==> config.mk <==
export PLATFORM = sky130hd
export DESIGN_NAME = atr_top
export DESIGN_NICKNAME = d
export VERILOG_FILES = /design/src/design/atr_pkg.sv /design/src/design/atr_sclk_if.sv /design/src/design/atr_sclk_sync.sv /design/src/design/atr_timer.sv /design/src/design/atr_top.sv
export SDC_FILE = /design/constraint.sdc
export NUM_CORES = 1
export LEC_CHECK = 0
export ABC_AREA = 1
export BUFFER_PORTS_ARGS = -buffer_cell sky130_fd_sc_hd__buf_2
export CORE_MARGIN = 5
export CORE_UTILIZATION = 62
export DETAILED_ROUTE_END_ITERATION = 16
export PLACE_DENSITY = 0.78
export SLEW_MARGIN = 20
export SYNTH_ARGS = -nofsm -noshare
export SYNTH_HDL_FRONTEND = slang
export SYNTH_SLANG_ARGS = --single-unit
==> constraint.sdc <==
create_clock -name i_ref_clk -period 2.8 [get_ports i_ref_clk]
set_clock_uncertainty 0.2 [all_clocks]
set_input_delay 0.28 -clock i_ref_clk [delete_from_list [all_inputs] [get_ports i_ref_clk]]
set_output_delay 0.28 -clock i_ref_clk [all_outputs]
set_load 0.02 [all_outputs]
==> src/design/atr_pkg.sv <==
// constants and types shared by the two-wire readout sequencer
package atr_pkg;

   // ----------------------------------------------------------------
   // system clock
   // ----------------------------------------------------------------
   localparam longint CLK_HZ          = 20_000_000;

   // ----------------------------------------------------------------
   // result format
   // ----------------------------------------------------------------
   localparam int     DATA_W          = 24;
   localparam int     CNT_W           = 5;
   localparam logic [CNT_W-1:0] LAST_BIT_EDGE = 5'h18;  // 24th edge shows the last bit

   // ----------------------------------------------------------------
   // output rates in milli-samples per second, one per variant
   // ----------------------------------------------------------------
   localparam longint RATE_A_MSPS     = 120_000;
   localparam longint RATE_B_MSPS     = 13_750;
   localparam longint CONV_CYC_A      = (CLK_HZ * 1000) / RATE_A_MSPS;
   localparam longint CONV_CYC_B      = (CLK_HZ * 1000) / RATE_B_MSPS;

   // ----------------------------------------------------------------
   // self-calibration length and sleep-request hold time
   // ----------------------------------------------------------------
   localparam longint CAL_TIME_MS     = 100;
   localparam longint CAL_CYC_DEF     = (CLK_HZ * CAL_TIME_MS) / 1000;
   localparam longint SLEEP_HOLD_US   = 50;
   localparam longint SLEEP_HOLD_CYC  = (CLK_HZ * SLEEP_HOLD_US + 999_999) / 1_000_000;

   // ----------------------------------------------------------------
   // sequencer states, gray along the readout path
   // ----------------------------------------------------------------
   typedef enum logic [2:0]
   {
      ST_CAL    = 3'h0,
      ST_CONV   = 3'h1,
      ST_READY  = 3'h3,
      ST_SHIFT  = 3'h2,
      ST_DONE   = 3'h6,
      ST_PEND26 = 3'h7,
      ST_SLPCAL = 3'h5,
      ST_SLEEP  = 3'h4
   } atr_state_t;

endpackage

==> src/design/atr_sclk_if.sv <==
// shift clock events passed from the synchroniser to the sequencer
`timescale 1ns/100ps
interface atr_sclk_if;
   logic level;
   logic rise;
   logic fall;
   logic long_high;

   modport src
   (
      output level,
      output rise,
      output fall,
      output long_high
   );

   modport dst
   (
      input  level,
      input  rise,
      input  fall,
      input  long_high
   );
endinterface

==> src/design/atr_sclk_sync.sv <==
// shift clock synchroniser, edge finder and long-high detector
`timescale 1ns/100ps
module atr_sclk_sync #(
   parameter int unsigned HOLD_CYC = 32'(atr_pkg::SLEEP_HOLD_CYC)
)(
   input  wire logic  i_ref_clk,
   input  wire logic  i_arst_n,
   input  wire logic  i_sclk,
   atr_sclk_if.src    o_ev
);

   if (HOLD_CYC < 8 || HOLD_CYC > 65535)
   begin : g_bad_hold
      $error("hold count out of range");
   end

   logic        meta;
   logic        sync;
   logic        prev;
   logic [15:0] hold;

   // ----------------------------------------------------------------
   // two-stage synchroniser and edge history
   // ----------------------------------------------------------------
   always_ff @(posedge i_ref_clk or negedge i_arst_n)
   begin
      if (!i_arst_n)
      begin
         meta <= 1'b0;
         sync <= 1'b0;
         prev <= 1'b0;
      end
      else
      begin
         meta <= i_sclk;
         sync <= meta;
         prev <= sync;
      end
   end

   // ----------------------------------------------------------------
   // high-phase length, saturating at the hold count
   // ----------------------------------------------------------------
   always_ff @(posedge i_ref_clk or negedge i_arst_n)
   begin
      if (!i_arst_n)
         hold <= 16'h0000;
      else if (!sync)
         hold <= 16'h0000;
      else if (hold != 16'(HOLD_CYC))
         hold <= hold + 16'h0001;
   end

   assign o_ev.level     = sync;
   assign o_ev.rise      = sync & ~prev;
   assign o_ev.fall      = ~sync & prev;
   assign o_ev.long_high = (hold == 16'(HOLD_CYC));

   chk_long_high_held : assert property (
      @(posedge i_ref_clk) disable iff (!i_arst_n)
      $rose(o_ev.long_high) |-> $past(sync) && $past(hold) == 16'(HOLD_CYC - 1))
      else $error("long high raised without full hold");

endmodule

==> src/design/atr_timer.sv <==
// conversion and calibration interval timer
`timescale 1ns/100ps
module atr_timer #(
   parameter int unsigned CONV_CYC = 32'(atr_pkg::CONV_CYC_A),
   parameter int unsigned CAL_CYC  = 32'(atr_pkg::CAL_CYC_DEF)
)(
   input  wire logic  i_ref_clk,
   input  wire logic  i_arst_n,
   input  wire logic  i_run,
   input  wire logic  i_start_conv,
   input  wire logic  i_start_cal,
   output logic       o_done
);

   if (CONV_CYC < 2 || CAL_CYC < 2)
   begin : g_bad_cyc
      $error("timer intervals must be at least two cycles");
   end

   logic [31:0] cnt;
   logic [31:0] since;
   logic        cal_run;

   // ----------------------------------------------------------------
   // countdown, reloading the conversion period while it runs freely
   // ----------------------------------------------------------------
   always_ff @(posedge i_ref_clk or negedge i_arst_n)
   begin
      if (!i_arst_n)
         cnt <= 32'(CAL_CYC - 1);
      else if (i_start_cal)
         cnt <= 32'(CAL_CYC - 1);
      else if (i_start_conv)
         cnt <= 32'(CONV_CYC - 1);
      else if (i_run)
      begin
         if (cnt == 32'h0000_0000)
            cnt <= 32'(CONV_CYC - 1);
         else
            cnt <= cnt - 32'h0000_0001;
      end
   end

   always_ff @(posedge i_ref_clk or negedge i_arst_n)
   begin
      if (!i_arst_n)
         o_done <= 1'b0;
      else
         o_done <= i_run && !i_start_cal && !i_start_conv && cnt == 32'h0000_0000;
   end

   // ----------------------------------------------------------------
   // period watch: cycles since the last load, and whether it was a calibration
   // ----------------------------------------------------------------
   always_ff @(posedge i_ref_clk or negedge i_arst_n)
   begin
      if (!i_arst_n)
         since <= 32'h0000_0000;
      else if (i_start_cal || i_start_conv)
         since <= 32'h0000_0000;
      else if (o_done)
         since <= 32'h0000_0001;
      else if (i_run)
         since <= since + 32'h0000_0001;
   end

   always_ff @(posedge i_ref_clk or negedge i_arst_n)
   begin
      if (!i_arst_n)
         cal_run <= 1'b1;
      else if (i_start_cal)
         cal_run <= 1'b1;
      else if (i_start_conv || o_done)
         cal_run <= 1'b0;
   end

   chk_conv_period : assert property (
      @(posedge i_ref_clk) disable iff (!i_arst_n)
      o_done && !cal_run |-> since == CONV_CYC)
      else $error("conversion period differs from the set count");

   chk_period_exact : assert property (
      @(posedge i_ref_clk) disable iff (!i_arst_n)
      i_start_conv ##1 (i_run && !i_start_cal && !i_start_conv) [*2] |-> !o_done)
      else $error("conversion done too early after restart");

endmodule

==> src/design/atr_top.sv <==
// two-wire readout and control sequencer of a 24-bit converter
`timescale 1ns/100ps
module atr_top #(
   parameter int unsigned CONV_CYC = 32'(atr_pkg::CONV_CYC_A),
   parameter int unsigned CAL_CYC  = 32'(atr_pkg::CAL_CYC_DEF),
   parameter int unsigned HOLD_CYC = 32'(atr_pkg::SLEEP_HOLD_CYC)
)(
   input  wire logic                        i_ref_clk,
   input  wire logic                        i_arst_n,
   input  wire logic                        i_sclk,
   input  wire logic                        i_ext_clk_det,
   input  wire logic [atr_pkg::DATA_W-1:0]  i_conv_data,
   output logic                             o_rdy_dout,
   output logic                             o_int_osc_en,
   output logic                             o_sleep,
   output logic                             o_cal_busy
);

   atr_sclk_if                    ev ();
   atr_pkg::atr_state_t           state;
   logic [atr_pkg::DATA_W-1:0]    data_q;
   logic [atr_pkg::DATA_W-1:0]    shreg;
   logic [atr_pkg::CNT_W-1:0]     edges;
   logic                          pending;
   logic                          conv_done;
   logic                          tmr_run;
   logic                          start_conv;
   logic                          start_cal;
   logic                          ext_meta;
   logic                          ext_sync;

   // ----------------------------------------------------------------
   // helpers
   // ----------------------------------------------------------------
   function automatic logic is_asleep(input atr_pkg::atr_state_t s);
      return s == atr_pkg::ST_SLEEP || s == atr_pkg::ST_SLPCAL;
   endfunction

   // ----------------------------------------------------------------
   // shift clock events and interval timer
   // ----------------------------------------------------------------
   atr_sclk_sync #(
      .HOLD_CYC (HOLD_CYC)
   ) u_sync (
      .i_ref_clk (i_ref_clk),
      .i_arst_n  (i_arst_n),
      .i_sclk    (i_sclk),
      .o_ev      (ev.src)
   );

   // the timer free-runs conversions except while asleep
   assign tmr_run    = !is_asleep(state);
   assign start_cal  = (state == atr_pkg::ST_PEND26 && ev.fall) ||
                       (state == atr_pkg::ST_SLPCAL && ev.fall);
   assign start_conv = (state == atr_pkg::ST_SLEEP && ev.fall) ||
                       (state == atr_pkg::ST_CAL && conv_done);

   atr_timer #(
      .CONV_CYC (CONV_CYC),
      .CAL_CYC  (CAL_CYC)
   ) u_tmr (
      .i_ref_clk    (i_ref_clk),
      .i_arst_n     (i_arst_n),
      .i_run        (tmr_run),
      .i_start_conv (start_conv),
      .i_start_cal  (start_cal),
      .o_done       (conv_done)
   );

   // ----------------------------------------------------------------
   // external clock detect, stops the internal oscillator
   // ----------------------------------------------------------------
   always_ff @(posedge i_ref_clk or negedge i_arst_n)
   begin
      if (!i_arst_n)
      begin
         ext_meta <= 1'b0;
         ext_sync <= 1'b0;
      end
      else
      begin
         ext_meta <= i_ext_clk_det;
         ext_sync <= ext_meta;
      end
   end

   assign o_int_osc_en = ~ext_sync;

   // ----------------------------------------------------------------
   // result holding register, newest conversion always wins
   // ----------------------------------------------------------------
   always_ff @(posedge i_ref_clk or negedge i_arst_n)
   begin
      if (!i_arst_n)
         data_q <= '0;
      else if (conv_done && state != atr_pkg::ST_CAL)
         data_q <= i_conv_data;
   end

   // unread-result flag; a new result in the same cycle as a read start wins
   always_ff @(posedge i_ref_clk or negedge i_arst_n)
   begin
      if (!i_arst_n)
         pending <= 1'b0;
      else if (conv_done && state != atr_pkg::ST_CAL)
         pending <= 1'b1;
      else if ((state == atr_pkg::ST_READY && ev.rise) || is_asleep(state))
         pending <= 1'b0;
   end

   // ----------------------------------------------------------------
   // readout sequencer: state, output line, shifter and edge count
   // ----------------------------------------------------------------
   always_ff @(posedge i_ref_clk or negedge i_arst_n)
   begin
      if (!i_arst_n)
      begin
         state      <= atr_pkg::ST_CAL;
         o_rdy_dout <= 1'b1;
         shreg      <= '0;
         edges      <= '0;
      end
      else
      begin
         case (state)
            atr_pkg::ST_CAL:
            begin
               o_rdy_dout <= 1'b1;
               if (conv_done)
                  state <= atr_pkg::ST_CONV;
            end
            atr_pkg::ST_CONV:
            begin
               o_rdy_dout <= 1'b1;
               if (conv_done)
               begin
                  state      <= atr_pkg::ST_READY;
                  o_rdy_dout <= 1'b0;
               end
            end
            atr_pkg::ST_READY:
            begin
               if (ev.rise)
               begin
                  o_rdy_dout <= data_q[atr_pkg::DATA_W-1];
                  shreg      <= {data_q[atr_pkg::DATA_W-2:0], 1'b0};
                  edges      <= 5'h01;
                  state      <= atr_pkg::ST_SHIFT;
               end
               else if (ev.long_high)
               begin
                  state      <= atr_pkg::ST_SLEEP;
                  o_rdy_dout <= 1'b1;
               end
               else
                  o_rdy_dout <= 1'b0;
            end
            atr_pkg::ST_SHIFT:
            begin
               if (ev.long_high)
               begin
                  state      <= atr_pkg::ST_SLEEP;
                  o_rdy_dout <= 1'b1;
               end
               else if (ev.rise && edges == atr_pkg::LAST_BIT_EDGE)
               begin
                  state      <= atr_pkg::ST_DONE;
                  o_rdy_dout <= 1'b1;
               end
               else if (ev.rise)
               begin
                  o_rdy_dout <= shreg[atr_pkg::DATA_W-1];
                  shreg      <= {shreg[atr_pkg::DATA_W-2:0], 1'b0};
                  edges      <= edges + 5'h01;
               end
            end
            atr_pkg::ST_DONE:
            begin
               o_rdy_dout <= 1'b1;
               if (ev.long_high)
                  state <= atr_pkg::ST_SLEEP;
               else if (ev.rise)
                  state <= atr_pkg::ST_PEND26;
               else if (pending || conv_done)
               begin
                  state      <= atr_pkg::ST_READY;
                  o_rdy_dout <= 1'b0;
               end
            end
            atr_pkg::ST_PEND26:
            begin
               o_rdy_dout <= 1'b1;
               if (ev.fall)
                  state <= atr_pkg::ST_CAL;
               else if (ev.long_high)
                  state <= atr_pkg::ST_SLPCAL;
            end
            atr_pkg::ST_SLPCAL:
            begin
               o_rdy_dout <= 1'b1;
               if (ev.fall)
                  state <= atr_pkg::ST_CAL;
            end
            atr_pkg::ST_SLEEP:
            begin
               o_rdy_dout <= 1'b1;
               if (ev.fall)
                  state <= atr_pkg::ST_CONV;
            end
            default:
            begin
               state      <= atr_pkg::ST_CAL;
               o_rdy_dout <= 1'b1;
            end
         endcase
      end
   end

   assign o_sleep    = is_asleep(state);
   assign o_cal_busy = (state == atr_pkg::ST_CAL);

   // ----------------------------------------------------------------
   // checks
   // ----------------------------------------------------------------
   chk_idle_high_level : assert property (
      @(posedge i_ref_clk) disable iff (!i_arst_n)
      state == atr_pkg::ST_CONV && $past(state) == atr_pkg::ST_CONV |-> o_rdy_dout)
      else $error("line not high while idle");

   chk_ready_goes_low : assert property (
      @(posedge i_ref_clk) disable iff (!i_arst_n)
      state == atr_pkg::ST_CONV && conv_done
      |=> !o_rdy_dout && state == atr_pkg::ST_READY)
      else $error("line not low after conversion");

   chk_msb_first_out : assert property (
      @(posedge i_ref_clk) disable iff (!i_arst_n)
      state == atr_pkg::ST_READY && ev.rise && !conv_done
      |=> o_rdy_dout == $past(data_q[atr_pkg::DATA_W-1]) ##0 edges == 5'h01)
      else $error("first edge did not show the msb");

   chk_next_bit_out : assert property (
      @(posedge i_ref_clk) disable iff (!i_arst_n)
      state == atr_pkg::ST_SHIFT && ev.rise && !ev.long_high
      && edges != atr_pkg::LAST_BIT_EDGE
      |=> o_rdy_dout == $past(shreg[atr_pkg::DATA_W-1]))
      else $error("shifted bit mismatch");

   chk_edge25_idle : assert property (
      @(posedge i_ref_clk) disable iff (!i_arst_n)
      state == atr_pkg::ST_SHIFT && ev.rise && !ev.long_high
      && edges == atr_pkg::LAST_BIT_EDGE
      |=> o_rdy_dout && state == atr_pkg::ST_DONE)
      else $error("25th edge did not return line high");

   chk_last_bit_hold : assert property (
      @(posedge i_ref_clk) disable iff (!i_arst_n)
      state == atr_pkg::ST_SHIFT && !ev.rise && !ev.long_high |=> $stable(o_rdy_dout))
      else $error("line moved without a shift edge");

   chk_result_overwrite : assert property (
      @(posedge i_ref_clk) disable iff (!i_arst_n)
      conv_done && state != atr_pkg::ST_CAL |=> data_q == $past(i_conv_data))
      else $error("new result did not replace old one");

   chk_cal_on_fall : assert property (
      @(posedge i_ref_clk) disable iff (!i_arst_n)
      state == atr_pkg::ST_PEND26 && ev.fall |=> state == atr_pkg::ST_CAL && o_cal_busy)
      else $error("26th falling edge did not start calibration");

   chk_sleep_entry : assert property (
      @(posedge i_ref_clk) disable iff (!i_arst_n)
      (state == atr_pkg::ST_READY || state == atr_pkg::ST_SHIFT) && ev.long_high
      |=> o_sleep && o_rdy_dout)
      else $error("held clock did not enter sleep");

   chk_wake_restart : assert property (
      @(posedge i_ref_clk) disable iff (!i_arst_n)
      state == atr_pkg::ST_SLEEP && ev.fall |=> state == atr_pkg::ST_CONV ##1 !conv_done)
      else $error("wake did not restart conversion");

   chk_wake_cal : assert property (
      @(posedge i_ref_clk) disable iff (!i_arst_n)
      state == atr_pkg::ST_SLPCAL && ev.fall |=> o_cal_busy && !o_sleep)
      else $error("wake after held 26th did not calibrate");

   chk_osc_follows : assert property (
      @(posedge i_ref_clk) disable iff (!i_arst_n)
      o_int_osc_en == !$past(ext_meta))
      else $error("oscillator enable does not follow the clock detect");

endmodule

==> results.toml <==
[status]
status = "completed"

[final_layout]
fillers = 791
nets = 847
multi_input_area_um2 = 2830
layout-drive-gt1-share_pct = 19.3
area_delta_synth_final_pct = 11.7
n_antenna_cell = 0
regArea_um2 = 2800

[worst_setup_path]
critPathKind = "reg -> reg"
required_ps = 2880
cpMaxStageDelayCell = "dfstp_2"
path_buf_inv = 1
critical_path.max_fanout = 9
cpPeakStageDelay_ps = 550
crit_top_cell = "nand2_1"
end_kind = "flop"
critPathTopFamily = "simple AND/OR/NAND/NOR gates"
arrival_ps = 2300
cp_cell_sequence = "inv_1 > ha_1 > nand2_1 > nor2_1 > nand3_1 > nor2_4 > nor2_2 > o21ai_0 > nand2_1 > nand2_1"
startpoint_type = "flop"

[sta]
setup_violations = 0
max_freq_mhz = 451
slew_viol_final = 0
slew-limit-headroom_pct = 57.4
rsz0062_at_grt = "no"
tns_ps = 0
tightestPinTransition_ps = 638
fin_crit_ps = 2220
holdWs_ps = 40.9
fin_crit_sh_pct = 79.2
timing_hold_violations_final = 0

[synthesis]
netlist_area_um2 = 6110
yosysSeqAreaShare_pct = 45.8
synth-warning-count = 0
async_reset_ff_share_pct = 100
synth_top_area_share_pct = 39.7
synth_common_cells = "180 x nand2_1, 97 x dfrtp_1, 93 x nor2_1"
synth-main-ff-cell = "dfrtp_1"
synth.most_common_cell = "nand2_1"
postSynthCellCount = 757
syn_avg_cell_area_um2 = 8.07
synth_nets = 790
ys_ff_latch = 111
yosys.area.top_type = "dfrtp_1"
synth_area_leaders = "dfrtp_1 40%, nand2_1 11%, dfstp_2 6.0%"
synth-edff-count = 0
ys_types = 40

[floorplanning]
dieArea_um2 = 11900
rows = 36
io-pin-count = 32
die_y_um = 109
core-area_um2 = 9680
start_util_pct = 63.1
die_w_um = 109

[drt]
wirelength_um = 12700
vias_per_cell = 5.32
drt_iter0_drc = 222
vias = 5061
postRouteAntennaNets = 0
remaining_drc_errors = 0
routedWlPerCell_um = 13.4
drt-pass1-iter-count = 5

[placed_design]
gp_congestion = 0.888
dp_hpwl_um = 8630
portBuffers = 31

[cts]
clk_pin_slew_ps = 110
cts_tree = "done"
clockRootBuffer = "clkbuf_8"
cts_hold_buf = 27
cts_setup_buffers = 0
clk_path_buf_depth = 2
cts_made_buffers = 9
cts_resized = 0
clock-sinks = 111
htree_num_levels = 3
clock_latency_ps = 390

[worst_hold_path]
hp-class = "in -> async"

[pwr]
power_density_nw_per_um2 = 395
p_leak_nw = 3.30
vdd_drop_max_mv = 0.478

[global_route]
grt-ovfl-total = 0
grtUsageTotal_pct = 24.0
antenna_found_initial = 0
grt_pass1_wl_um = 22600
grt_max_degree = 62
first_global_vias = 5043

[flow_run]
maxCapViolCount = 0
-- state kept, by name, indices dropped and copies added (netlist names) --
| name | count |
|---|---|
| u_sync.o_ev.level | 1 |
| shreg | 23 |
| o_rdy_dout | 1 |
| pending | 1 |
| u_tmr.o_done | 1 |
| u_tmr.cnt | 32 |
| ext_sync | 1 |
| edges | 5 |
| u_sync.prev | 1 |
| u_sync.meta | 1 |
| ext_meta | 1 |
| state | 3 |
| data_q | 24 |
| u_sync.hold | 16 |
-- routing by layer --
metal  vias to the layer above  GRT usage [%]  routed length, um
li1                       2525              -                  -
met1                      2406           30.2               5630
met2                       115           41.3               6380
met3                        15           4.91                523
met4                         0           8.19                204
met5                         -              0                  0
-- kinds of logic after synthesis --
kind of cell,synth area share [%]
AOI/OAI and AO/OA,10.6
xor gates and xnor gates,3.01
adders and majority gates,1.02
buffers and inverters,7.85
DFF,45.8
muxes,4.43
and+or+nand+nor,27.3
-- cells in the final DEF (no fill, tap or decap), drive strengths merged, types with 14 or more instances in the layout --
master / n
buf: 37
o21ai: 75
a21oi: 22
dfrtp: 97
mux2: 24
nor2: 104
inv: 98
nand3: 45
xor2: 21
dfstp: 14
nand2: 203
dlygate4sd3: 27
-- power by group --
part	internal, mW	switching, mW
registers	1.63	0.0165
logic	0.0696	0.0741
clock network	0.332	0.577
total	2.03	0.668
-- final timing paths --
check	startpoint	end	slack, ps	cells past startpoint
setup / recovery	u_tmr.cnt[0]	u_tmr.cnt[11]	580	10
hold / removal	i_arst_n	u_sync.hold[15]	40	2
setup reg to reg	u_tmr.cnt[0]	u_tmr.cnt[11]	580	10
hold reg to reg	u_sync.meta	u_sync.o_ev.level	160	0
max in group asynchronous	i_arst_n	data_q[3]	1610	3
min in group i_ref_clk	u_sync.meta	u_sync.o_ev.level	160	0
-- cell type report --
| class | count | share of cell area (%) |
|---|---|---|
| inverter | 95 | 5.34 |
| clock inverter | 7 | 0.771 |
| sequential | 111 | 41.0 |
| clock buffer | 9 | 1.82 |
| multi-input combinational | 533 | 41.5 |
| timing repair buffer | 64 | 7.12 |
| tap | 133 | 2.44 |
-- per-stage QoR --
| step | setup WS, ps | instance area [um2] | std cells | power (mW) | utilization (%) |
|---|---|---|---|---|---|
| final | 584 | 6820 | 952 | 2.70 | 70.4 |
| after global routing | 356 | 6820 | 952 | 2.80 | 70.4 |
| after CTS | 543 | 6820 | 952 | 2.72 | 70.4 |
| after detailed placement | 565 | 6370 | 909 | 1.79 | 65.8 |
| after global placement | 678 | 6370 | 909 | 1.78 | 65.8 |
| after floorplan | 810 | 6110 | 757 | 1.72 | - |
Power figures use the tool's default switching activity.
